`config.mk`:
```
export PLATFORM = sky130hd
export DESIGN_NAME = sacc_top
export DESIGN_NICKNAME = d
export VERILOG_FILES = /design/src/design/sacc_top.v /design/src/design/sacc_mcycle_div.v /design/src/design/sacc_sync2.v
export VERILOG_INCLUDE_DIRS = /design/src /design/src/shared
export SDC_FILE = /design/constraint.sdc
export NUM_CORES = 1
export LEC_CHECK = 0
export ABC_AREA = 1
export BUFFER_PORTS_ARGS = -buffer_cell sky130_fd_sc_hd__clkbuf_2
export CAP_MARGIN = 5
export CORE_ASPECT_RATIO = 0.5
export CORE_UTILIZATION = 45
export CTS_CLUSTER_DIAMETER = 50
export CTS_CLUSTER_SIZE = 14
export DETAILED_ROUTE_END_ITERATION = 7
export PLACE_DENSITY = 0.65
export SLEW_MARGIN = 20
export SYNTH_ARGS = -nofsm -noshare
export SYNTH_HDL_FRONTEND = slang
export SYNTH_SLANG_ARGS = --single-unit
```
`constraint.sdc`:
```
create_clock -name clk_in -period 4.1 [get_ports clk_in]
set_clock_uncertainty 0.2 [all_clocks]
set_input_delay 0.41 -clock clk_in [delete_from_list [all_inputs] [get_ports clk_in]]
set_output_delay 0.41 -clock clk_in [all_outputs]
set_load 0.005 [all_outputs]
```
`src/shared/sacc_defines.vh`:
```
`ifndef SACC_DEFINES_VH
`define SACC_DEFINES_VH
// converter control register fields and reset value
`define SACC_CTRL_W 4
`define SACC_CTRL_RESET 4'h0
`define SACC_MODE_BIT 3
`define SACC_SEL_MSB 2
// analog input select codes
`define SACC_SEL_IN0 3'h0
`define SACC_SEL_IN1 3'h1
`define SACC_SEL_IN4 3'h4
`define SACC_SEL_IN5 3'h5
// result and reference widths
`define SACC_RES_W 10
`define SACC_REF_W 8
`define SACC_RES_CLEAR 10'h000
// operation lengths in machine cycles
`define SACC_CONV_CYCLES 62
`define SACC_CMP_CYCLES 8
// machine cycles spent on each bit trial of a conversion
`define SACC_BIT_CYCLES 6
`endif

```
`src/design/sacc_top.v`:
```
// Functional notes
// - 10-bit result; high read gives top eight
// - low read puts two LSBs high
// - conversion DAC code is result register
// - done flag; skip or interrupt handling
// - flag clears on interrupt or skip
// - start op converts, result stored automatically
// - result cleared at conversion start
// - MSB-first trials, keep if reference below
// - conversion ends after 62 machine cycles
// - control bit 3 one selects comparator
// - 8-bit reference loaded from B and A
// - reference kept across mode switches
// - reference accessed only in comparator mode
// - comparator DAC code is reference register
// - flag set when input below reference
// - comparison ends after 8 machine cycles
// - skip after mode change clears stray flag
// - bit 3 zero converts; reset all zeros
// - low bits select four inputs or none
`timescale 1ns/1ps
`include "sacc_defines.vh"
module sacc_top #(
   parameter MCYCLE_DIV = 2,
   parameter CONV_CYCLES = `SACC_CONV_CYCLES,
   parameter CMP_CYCLES = `SACC_CMP_CYCLES,
   parameter BIT_CYCLES = `SACC_BIT_CYCLES
)(
   // clock and reset
   input wire clk_in,
   input wire rstn_in,
   // cpu instruction strobes, one clock each
   input wire conv_start_op_in,
   input wire read_result_high_op_in,
   input wire read_result_low_op_in,
   input wire load_compare_ref_op_in,
   input wire read_compare_ref_op_in,
   input wire skip_if_done_op_in,
   input wire write_control_op_in,
   input wire irq_ack_in,
   // cpu working registers
   input wire [3:0] reg_a_in,
   input wire [3:0] reg_b_in,
   // interrupt select bit of the second interrupt control register
   input wire irq_enable_in,
   // analog side: comparator says dac reference below input
   input wire cmp_ref_below_in,
   // cpu results
   output reg [3:0] data_a_out,
   output reg [3:0] data_b_out,
   output reg data_valid_out,
   output reg skip_out,
   output reg [`SACC_CTRL_W-1:0] converter_control_reg_out,
   // converter status
   output reg conv_done_flag_out,
   output reg irq_req_out,
   output reg busy_out,
   // analog side
   output reg [`SACC_RES_W-1:0] dac_code_out,
   output reg [3:0] input_select_out
);
   localparam [2:0] ST_IDLE = 3'b001;
   localparam [2:0] ST_CONV = 3'b010;
   localparam [2:0] ST_CMP = 3'b100;
   reg [2:0] state_reg;
   reg [2:0] state_next;
   reg [`SACC_CTRL_W-1:0] ctrl_reg;
   reg [`SACC_RES_W-1:0] result_reg;
   reg [`SACC_RES_W-1:0] result_next;
   reg [`SACC_REF_W-1:0] ref_reg;
   reg [6:0] mcount_reg;
   reg [6:0] mcount_next;
   reg [3:0] bit_reg;
   reg [3:0] bit_next;
   reg flag_set;
   reg flag_value;
   reg op_done;
   wire mtick;
   wire cmp_below_sync;
   wire cmp_mode;
   wire flag_clear;
   wire [6:0] conv_last;
   wire [6:0] cmp_last;
   wire [6:0] bit_last;
   assign cmp_mode = ctrl_reg[`SACC_MODE_BIT];
   assign conv_last = CONV_CYCLES[6:0] - 7'h01;
   assign cmp_last = CMP_CYCLES[6:0] - 7'h01;
   assign bit_last = BIT_CYCLES[6:0] - 7'h01;
   // flag is cleared by the taken interrupt or a skip that hits it
   assign flag_clear = (irq_ack_in & irq_enable_in) |
      (skip_if_done_op_in & ~irq_enable_in & conv_done_flag_out);

   sacc_mcycle_div #(
      .DIV(MCYCLE_DIV)
   ) u_div (
      .clk_in(clk_in),
      .rstn_in(rstn_in),
      .tick_out(mtick)
   );

   // comparator output is asynchronous to the clock
   sacc_sync2 u_sync (
      .clk_in(clk_in),
      .rstn_in(rstn_in),
      .d_in(cmp_ref_below_in),
      .q_out(cmp_below_sync)
   );

   // sequencer: machine-cycle counter paces bit trials and the end point
   always @*
   begin
      state_next = state_reg;
      result_next = result_reg;
      mcount_next = mcount_reg;
      bit_next = bit_reg;
      flag_set = 1'b0;
      flag_value = 1'b0;
      op_done = 1'b0;
      case (state_reg)
         ST_IDLE:
         begin
            if (conv_start_op_in)
            begin
               mcount_next = 7'h00;
               if (cmp_mode)
               begin
                  state_next = ST_CMP;
               end
               else
               begin
                  state_next = ST_CONV;
                  // clear then set the msb trial
                  result_next = `SACC_RES_CLEAR;
                  result_next[`SACC_RES_W-1] = 1'b1;
                  bit_next = 4'h9;
               end
            end
         end
         ST_CONV:
         begin
            if (mtick)
            begin
               mcount_next = mcount_reg + 7'h01;
               // decide a trial at the end of each bit slot
               if (bit_reg != 4'hF && mcount_reg == (bit_last + 
                  (BIT_CYCLES[6:0] * (7'h09 - {3'h0, bit_reg}))))
               begin
                  // keep the bit only if reference below input
                  result_next[bit_reg] = cmp_below_sync;
                  if (bit_reg != 4'h0)
                  begin
                     result_next[bit_reg - 4'h1] = 1'b1;
                  end
                  bit_next = bit_reg - 4'h1;
               end
               if (mcount_reg == conv_last)
               begin
                  state_next = ST_IDLE;
                  flag_set = 1'b1;
                  flag_value = 1'b1;
                  op_done = 1'b1;
               end
            end
         end
         ST_CMP:
         begin
            if (mtick)
            begin
               mcount_next = mcount_reg + 7'h01;
               if (mcount_reg == cmp_last)
               begin
                  state_next = ST_IDLE;
                  // input below reference means reference not below input
                  flag_set = 1'b1;
                  flag_value = ~cmp_below_sync;
                  op_done = 1'b1;
               end
            end
         end
         default:
         begin
            state_next = ST_IDLE;
         end
      endcase
   end

   // state, counters and result register
   always @(posedge clk_in or negedge rstn_in)
   begin
      if (!rstn_in)
      begin
         state_reg <= ST_IDLE;
         result_reg <= `SACC_RES_CLEAR;
         mcount_reg <= 7'h00;
         bit_reg <= 4'hF;
         busy_out <= 1'b0;
      end
      else
      begin
         state_reg <= state_next;
         result_reg <= result_next;
         mcount_reg <= mcount_next;
         bit_reg <= bit_next;
         busy_out <= (state_next != ST_IDLE);
      end
   end

   // control register; reference only writable in comparator mode
   always @(posedge clk_in or negedge rstn_in)
   begin
      if (!rstn_in)
      begin
         ctrl_reg <= `SACC_CTRL_RESET;
         ref_reg <= 8'h00;
      end
      else
      begin
         if (write_control_op_in)
         begin
            ctrl_reg <= reg_a_in;
         end
         // reference survives mode changes, never cleared by them
         if (load_compare_ref_op_in && cmp_mode)
         begin
            ref_reg <= {reg_b_in, reg_a_in};
         end
      end
   end

   // control mirror written on the same edge, so the pin never lags the mode
   always @(posedge clk_in or negedge rstn_in)
   begin
      if (!rstn_in)
      begin
         converter_control_reg_out <= `SACC_CTRL_RESET;
      end
      else if (write_control_op_in)
      begin
         converter_control_reg_out <= reg_a_in;
      end
   end

   // done flag: a completing operation wins over a same-cycle clear
   always @(posedge clk_in or negedge rstn_in)
   begin
      if (!rstn_in)
      begin
         conv_done_flag_out <= 1'b0;
      end
      else
      begin
         if (flag_set)
         begin
            conv_done_flag_out <= flag_value;
         end
         else if (flag_clear)
         begin
            conv_done_flag_out <= 1'b0;
         end
      end
   end

   // request pulse at completion when the flag sets, routed only in interrupt mode
   always @(posedge clk_in or negedge rstn_in)
   begin
      if (!rstn_in)
      begin
         irq_req_out <= 1'b0;
      end
      else
      begin
         irq_req_out <= op_done & irq_enable_in & (flag_value | ~cmp_mode);
      end
   end

   // cpu read paths; low read forces accumulator low bits to zero
   always @(posedge clk_in or negedge rstn_in)
   begin
      if (!rstn_in)
      begin
         data_a_out <= 4'h0;
         data_b_out <= 4'h0;
         data_valid_out <= 1'b0;
         skip_out <= 1'b0;
      end
      else
      begin
         data_valid_out <= 1'b0;
         skip_out <= skip_if_done_op_in & conv_done_flag_out & ~irq_enable_in;
         if (read_result_high_op_in)
         begin
            data_b_out <= result_reg[9:6];
            data_a_out <= result_reg[5:2];
            data_valid_out <= 1'b1;
         end
         else if (read_result_low_op_in)
         begin
            data_a_out <= {result_reg[1:0], 2'b00};
            data_valid_out <= 1'b1;
         end
         else if (read_compare_ref_op_in && cmp_mode)
         begin
            data_b_out <= ref_reg[7:4];
            data_a_out <= ref_reg[3:0];
            data_valid_out <= 1'b1;
         end
      end
   end

   // dac code: result in conversion mode, reference scaled in comparator mode
   always @(posedge clk_in or negedge rstn_in)
   begin
      if (!rstn_in)
      begin
         dac_code_out <= `SACC_RES_CLEAR;
         input_select_out <= 4'h0;
      end
      else
      begin
         if (cmp_mode)
         begin
            dac_code_out <= {ref_reg, 2'b00};
         end
         else
         begin
            dac_code_out <= result_next;
         end
         // one-hot input enables; other codes select nothing
         case (ctrl_reg[`SACC_SEL_MSB:0])
            `SACC_SEL_IN0: input_select_out <= 4'h1;
            `SACC_SEL_IN1: input_select_out <= 4'h2;
            `SACC_SEL_IN4: input_select_out <= 4'h4;
            `SACC_SEL_IN5: input_select_out <= 4'h8;
            default: input_select_out <= 4'h0;
         endcase
      end
   end
endmodule

```
`src/design/sacc_mcycle_div.v`:
```
`timescale 1ns/1ps
// machine cycle enable divider
module sacc_mcycle_div #(
   parameter DIV = 1
)(
   // clock and reset
   input wire clk_in,
   input wire rstn_in,
   // enable out
   output reg tick_out
);
   reg [15:0] cnt_reg;
   // one-cycle enable every DIV clocks
   always @(posedge clk_in or negedge rstn_in)
   begin
      if (!rstn_in)
      begin
         cnt_reg <= 16'h0000;
         tick_out <= 1'b0;
      end
      else if (cnt_reg == DIV[15:0] - 16'h0001)
      begin
         cnt_reg <= 16'h0000;
         tick_out <= 1'b1;
      end
      else
      begin
         cnt_reg <= cnt_reg + 16'h0001;
         tick_out <= 1'b0;
      end
   end
endmodule

```
`src/design/sacc_sync2.v`:
```
`timescale 1ns/1ps
// two flip-flop synchroniser for the comparator level
module sacc_sync2 (
   // clock and reset
   input wire clk_in,
   input wire rstn_in,
   // level
   input wire d_in,
   output reg q_out
);
   reg meta_reg;
   // the first stage is read only by the second
   always @(posedge clk_in or negedge rstn_in)
   begin
      if (!rstn_in)
      begin
         meta_reg <= 1'b0;
         q_out <= 1'b0;
      end
      else
      begin
         meta_reg <= d_in;
         q_out <= meta_reg;
      end
   end
endmodule

```
==> out/results.ini, run 1 <==
[timing]
period_needed_ps = 3598
max_slew.worst_pin.slew_ps = 801.4
fmax_mhz = 277.9
setup_violations = 0
whs_ps = 66.57
fin_crit_sh_pct = 87.76
hold_viol = 0
rsz0062_at_grt = no
slew_viol_final = 0
maxSlewHeadroom_pct = 46.08
tns_ps = 0

[worst_setup_path]
r2r-start = bit_reg[1]
arrival_ps = 3630
startpoint_type = flop
crit_path_cell_trace = inv_2 -> ha_1 -> inv_1 -> nand2_1 -> nand3_1 -> nand2_1 -> inv_1 -> ha_1 -> xnor2_1 -> nand3_1 -> nor2_1 -> nand2_1 -> nor2_2 -> nand3_1 -> nor2_2 -> nand3_1 -> nand3_1 -> nand2_1 -> nand2_1 -> nand2_1
criticalPathCategory = flop to flop
slowest_delay_ps = 620
cp_common_cell = nand2_1
crit_slowest_cell = dfstp_2
critPathLaunch = bit_reg[1]
required_ps = 4130
cp-end-kind = flop
crit_fanout = 11

[pwr]
power.leakage_nw = 2.615
total_power_w = 0.002937
ir_drop_mv = 0.2568
power_density_nw_per_um2 = 581.1

[outcome]
status = finished clean

[grt]
grt_pass1_wl_mm = 16.45
grt_pass1_vias = 3455
antenna_found_initial = 0
grt_start_max_net_pins = 83
grt_usage_pct = 21.05
grt_overflow = 0

[routing]
drtPass1Iterations = 5
vias = 3700
wl_met1_mm = 4.943
wl_met2_mm = 4.116
wl_per_cell_um = 13.27
postRouteAntennaNets = 0
route.met3.wl_um = 501
viasPerCell = 5.103
totalWireLength_mm = 9.621
drt_drc_violations_left = 0
drt_iter0_markers = 207
top_layer = met4

[die]
core_um2 = 9039
initial_core_util_pct = 48.01
die_y_um = 71.44
row_count = 24
ioPinCount = 51
die_width_um = 140.9
dieArea_um2 = 10060

[clock_tree]
clock-root-buffer = clkbuf_16
clkLatencyLatePin_ps = 340
clockBufferDepth = 2
cts_max_level = 3
cts.sinks = 82
post_cts_buffers = 0
holdBufCountCts = 1
numCtsBuffers = 9
clk_pin_slew_ps = 60
cts_tree = done
cts_resized = 0

[place]
routabilityCongestion = 0.8835
io_buffers = 50
dp.final_hpwl_mm = 6.960
placed_area_um2 = 4707

[logic_synthesis]
ys_ff_latch = 82
ys_warn_count = 0
ys_seq_area_share_pct = 47.43
syn_area_per_cell_um2 = 8.065
synth_top_cell_by_area = dfrtp_1
async_flop_share_pct = 100.0
syn_nets = 573
synth_area_leaders = dfrtp_1 (44%), nand2_1 (11%), nand3_1 (6.3%), inv_1 (6.1%), ha_1 (4.3%)
synth_edf_count = 0
netlist_instances = 538
synth_top_cell_area_share_pct = 44.41
ys_types = 37
synth_area_um2 = 4339
ys.flop_type = dfrtp_1

[hold_path]
hold_start = irq_enable_in
holdCritPathClass = primary input to flop

[run]
drv_cap = 0

[cells_and_area]
area_delta_synth_final_pct = 16.49
fin_nets = 626
largest_reg_flops = 16
drive_gt1_share_pct = 15.80
fin_area_um2 = 5055
fillCellCount = 845
diodes = 0

[cells by family after synthesis]
group | count (synthesis) | synth area share (%)
AND/OR/NAND/NOR | 259 | 26.10
multiplexers | 9 | 2.336
AO/OA/AOI/OAI | 74 | 9.371
flip-flops | 82 | 47.43
buffers and inverters | 86 | 7.814
XOR/XNOR | 13 | 2.624
adder cells (fa/ha/maj) | 15 | 4.325
[placed cells by master (no fill, tap or decap), types with 9 or more instances in the layout]
master and n:
clkbuf_2 49, inv_1 70, nand2_1 129, nor3_1 13, dfrtp_1 77, a21oi_1 18, nand3_1 55, mux2_2 9
ha_1 15, a31oi_1 9, nor2_1 38, o21ai_0 33, clkbuf_16 9, xor2_1 12
[area by class of cell]
class | instances | area (um^2) | area share (%)
sequential | 82 | 2058 | 40.72
inverter | 75 | 284.0 | 5.619
clock buffer | 10 | 239.0 | 4.728
clock inverter | 5 | 85.08 | 1.683
tap | 130 | 162.7 | 3.218
multi-input combinational | 370 | 1942 | 38.42
timing repair buffer | 53 | 284.0 | 5.619
[layer usage]
layer	up-vias	track usage, %
li1	1866	-
met4	0	4.831
met2	68	31.95
met1	1760	30.30
met3	6	5.548
met5	-	0
[synth_stat cells (all sizes together), types with 6 or more instances]
| library cell | n |
|---|---|
| a21oi | 18 |
| a31oi | 9 |
| buf | 6 |
| dfrtp | 77 |
| ha | 15 |
| inv | 74 |
| mux2 | 9 |
| nand2 | 134 |
| nand3 | 56 |
| nand4 | 8 |
| nor2 | 40 |
| nor3 | 13 |
| o21ai | 37 |
| xor2 | 12 |
[worst paths after layout]
check | to | slack [ps] | cells after the start
min reg2reg | u_sync.q_out | 160 | 0
min in group asynchronous | u_div.cnt_reg[8] | 470 | 2
max reg2reg | dac_code_out[5] | 500 | 20
min | skip_out | 70 | 2
max | dac_code_out[5] | 500 | 20
max in group asynchronous | state_reg[1] | 2730 | 2
[power by group]
group	leakage, nW	internal (W)	switching, W	total (W)
clock	0.156	0.000551	0.000335	0.000886
combinational	1.40	0.000354	0.000665	0.00102
sequential	1.06	0.000928	0.000105	0.00103
[worst max-delay path, delay by kind of cell (launching register included)]
kind,cells,cell delay (ps)
buffers and inverters,3,220
adder cells (fa/ha/maj),2,630
XOR/XNOR,1,160
flip-flops,1,620
AND/OR/NAND/NOR,14,1660
[stage by stage]
stage | setup slack, ps | utilization, % | cells
2_1_floorplan | 1078 | - | 538
3_3_place_gp | 679.0 | 52.08 | 708
3_5_place_dp | 573.7 | 52.08 | 708
4_1_cts | 523.1 | 55.77 | 724
5_1_grt | 211.0 | 55.92 | 725
6_report | 501.8 | 55.92 | 725
Power figures use the tool's default switching activity.
==> run 2, diff against run 1 <==
--- a/config.mk
+++ b/config.mk
@@ -18,4 +18,5 @@
 export SLEW_MARGIN = 20
 export SYNTH_ARGS = -nofsm -noshare
 export SYNTH_HDL_FRONTEND = slang
+export SYNTH_HIERARCHICAL = 1
 export SYNTH_SLANG_ARGS = --single-unit
==> run 2 against run 1 <==
- global-route usage up 0.33 points
- hold slack improved by 18 ps
- clock power rose by 1%
- via count up 1.7%
- largest cell class is now multi-input combinational cells
==> out/results.ini, run 2 <==
[outcome]
status = finished clean

[pwr]
ir_drop_mv = 0.1979  ; -23%
p_sw_share_pct = 27.72  ; -9.9 points
combPwrFrac_pct = 12.9  ; -22 points
pwr-share-seq_pct = 44.5  ; +9.3 points
p_clk_share_pct = 42.6  ; +12 points
power.leakage_nw = 2.635  ; +0.79%
intPower_w = 0.001525  ; -17%
power_density_nw_per_um2 = 399.9  ; -31%
p_switching_w = 0.0005849  ; -47%

[clock_tree]
clockBufferDepth = 2  ; unchanged
numCtsBuffers = 9  ; unchanged
clk_pin_slew_ps = 70  ; about the same
clock-root-buffer = clkbuf_16
cts.sinks = 82  ; unchanged
cts_max_level = 3  ; unchanged
cts_tree = done
clkLatencyLatePin_ps = 340  ; about the same
cts_resized = 0  ; unchanged

[routing]
drt_drc_violations_left = 0  ; unchanged
wl_per_cell_um = 13.56  ; +2.2%
drt_iter0_markers = 195  ; -5.8%
drtPass1Iterations = 5  ; unchanged
totalWireLength_mm = 10.15  ; +5.4%
vias = 3764  ; +1.7%
postRouteAntennaNets = 0  ; unchanged
viasPerCell = 5.032  ; -1.4%

[logic_synthesis]
syn_area_per_cell_um2 = 8.220  ; +1.9%
ys_ff_latch = 82  ; unchanged
ys_seq_area_share_pct = 45.28  ; -2.2 points
netlist_instances = 553  ; +2.8%
synth_area_um2 = 4546  ; +4.8%
synth_most_common_cell = nand2_1
syn_nets = 587  ; +2.4%
synth_area_leaders = dfrtp_1 (42%), nand2_1 (13%), inv_1 (4.9%), nand3_1 (4.0%), ha_1 (3.9%)
synth_commonest_cells = nand2_1 (152), dfrtp_1 (77), inv_1 (59), nor2_1 (41), nand3_1 (36)
ys_warn_count = 6  ; +6
synth_top_cell_by_area = dfrtp_1
synth_top_cell_area_share_pct = 42.39  ; -2.0 points
synth_edf_count = 0  ; unchanged
ys_types = 45  ; +22%
ys.flop_type = dfrtp_1
async_flop_share_pct = 100.0  ; unchanged

[run]
drv_cap = 0  ; unchanged

[worst_setup_path]
cp_common_cell = nand2_1
crit_fanout = 14  ; +3
critPathLaunch = bit_reg[2]
arrival_ps = 3300  ; -330 ps
path_buf_inv = 3  ; unchanged
crit_family = simple AND/OR/NAND/NOR gates
startpoint_type = flop
required_ps = 4100  ; -30 ps
slowest_delay_ps = 670  ; +50 ps
r2r-start = bit_reg[2]
cp-end-kind = flop
crit_slowest_cell = dfstp_2
crit_path_cell_trace = inv_4 -> ha_1 -> inv_1 -> nand2_1 -> nand2_1 -> nand2_1 -> nand2_1 -> inv_1 -> ha_1 -> or2_2 -> o211ai_1 -> nor2_1 -> nand2_2 -> nor2_8 -> nand3_4 -> nand2_1 -> nand3_1 -> nand3_1 -> o21ai_0
criticalPathCategory = flop to flop
r2r_slack_ps = 800  ; +300 ps

[place]
placed_area_um2 = 4923  ; +4.6%
dp.final_hpwl_mm = 7.618  ; +9.4%
io_buffers = 50  ; unchanged
routabilityCongestion = 0.8680  ; -1.8%

[cells_and_area]
fillCellCount = 930  ; +10%
fin_area_um2 = 5276  ; +4.4%
fin_nets = 642  ; +2.6%
area_delta_synth_final_pct = 16.07
final_common_cell = nand2_1
diodes = 0  ; unchanged
drive_gt1_share_pct = 19.25  ; +3.5 points
most-common-layout-cells = nand2_1 (152), dfrtp_1 (77), inv_1 (59)
largest_reg_flops = 16  ; unchanged

[timing]
fin_crit_sh_pct = 80.39  ; -7.4 points
fmax_mhz = 303.4  ; +9.2%
whs_ps = 84.27  ; +17.70 ps
hold_viol = 0  ; unchanged
max_slew.worst_pin.slew_ps = 869.1  ; +67.69 ps
period_needed_ps = 3296  ; -302.0 ps
rsz0062_at_grt = no
tns_ps = 0  ; unchanged
slew_viol_final = 0  ; unchanged
maxSlewHeadroom_pct = 41.85  ; -4.2 points
setup_violations = 0  ; unchanged

[hold_path]
hold_start = irq_enable_in
holdCritPathClass = primary input to flop

[die]
die_y_um = 73.07  ; +2.3%
row_count = 25  ; +4.2%
initial_core_util_pct = 47.18  ; -0.82 points
core_um2 = 9634  ; +6.6%
die_width_um = 144.1  ; +2.3%
dieArea_um2 = 10530  ; +4.7%
ioPinCount = 51  ; unchanged

[grt]
antenna_found_initial = 0  ; unchanged
grt_start_max_net_pins = 57  ; -31%
grt_usage_pct = 21.38  ; +0.33 points
grt_overflow = 0  ; unchanged
grt_pass1_wl_mm = 17.24  ; +4.8%
grt_pass1_vias = 3579  ; +3.6%

## run 2: cell types whose count changed in the layout (fill, tap and decap cells not counted), moves of 3 or more
cell	previous run	this run
nor3b_1	4	0
nor2_1	38	41
nand2_4	0	7
nand2_1	129	152
nor3_1	13	10
o21ai_0	33	23
nand4_1	7	20
inv_1	70	59
xor2_1	12	9
o22ai_1	2	5
nand2_2	5	10
mux2i_1	0	3
nand3_1	55	36
a31oi_1	9	4
## run 2: worst reg2reg max path, cell delays in order, from the launching register on
cell      delay (ps)
dfstp_2          670
inv_4            100
ha_1             320
inv_1             60
nand2_1           70
nand2_1           70
nand2_1           50
nand2_1           90
inv_1             60
ha_1             280
or2_2            100
o211ai_1          70
nor2_1           130
nand2_2          100
nor2_8           180
nand3_4          200
nand2_1          100
nand3_1           90
nand3_1          120
o21ai_0           90
## run 2: worst paths after layout
kind | end | cells after the start
min in group asynchronous | mcount_reg[3] | 2
max reg2reg | dac_code_out[9] | 19
min reg2reg | u_sync/q_out | 0
max in group asynchronous | ref_reg[4] | 3
min | skip_out | 2
max | dac_code_out[9] | 19
## run 2: cell families (layout without fill, tap and decap cells)
family | after synthesis | count (layout) | share of synthesized area, %
buffers and inverters | 74 | 134 | 6.551
muxes | 11 | 11 | 2.643
xor gates and xnor gates | 11 | 11 | 2.120
AOI/OAI and AO/OA | 69 | 69 | 8.973
adders and majority gates | 14 | 14 | 3.854
and+or+nand+nor | 292 | 292 | 30.58
DFF | 82 | 82 | 45.28
## run 2: stage by stage
step                      setup slack, ps  util (%)  instances  total power (W)
after detailed placement            826.5     51.10        730         0.001228
after global placement              898.3     51.10        730         0.001221
final                               803.9     54.77        748         0.002110
after CTS                           817.2     54.77        748         0.002138
after global routing                461.5     54.77        748         0.002208
after floorplan                      1106         -        553         0.001112
## run 2: area by class of cell
| cell class | instances | area (um^2) | share of cell area, % |
|---|---|---|---|
| clock buffer | 9 | 225.2 | 4.268 |
| clock inverter | 7 | 107.6 | 2.039 |
| inverter | 65 | 246.5 | 4.672 |
| multi-input combinational | 397 | 2190 | 41.50 |
| sequential | 82 | 2058 | 39.01 |
| tap | 135 | 168.9 | 3.201 |
| timing repair buffer | 53 | 280.3 | 5.312 |
## run 2: timing repair
item,CTS,global route
buffers inserted,0,0
endpoints found under the hold margin,51,0
hold buffers,2,0
setup endpoints to repair,0,0
## run 2: metal layers
layer / wire length (um) / global-route usage [%] / part of all wire (%)
met1: 5089 / 28.81 / 50
met2: 4606 / 35.10 / 45
met3: 347 / 4.659 / 3.4
met4: 102 / 5.848 / 1.0
met5: 0 / 0 / 0
## run 2: power by group through the flow
stage	sequential [W]	combinational [W]	clock [W]
floorplan	0.000940	0.000172	0
global placement	0.000954	0.000268	0
detailed placement	0.000954	0.000273	0
CTS	0.000939	0.000277	0.000922
global route	0.000948	0.000309	0.000950
finish	0.000939	0.000272	0.000898
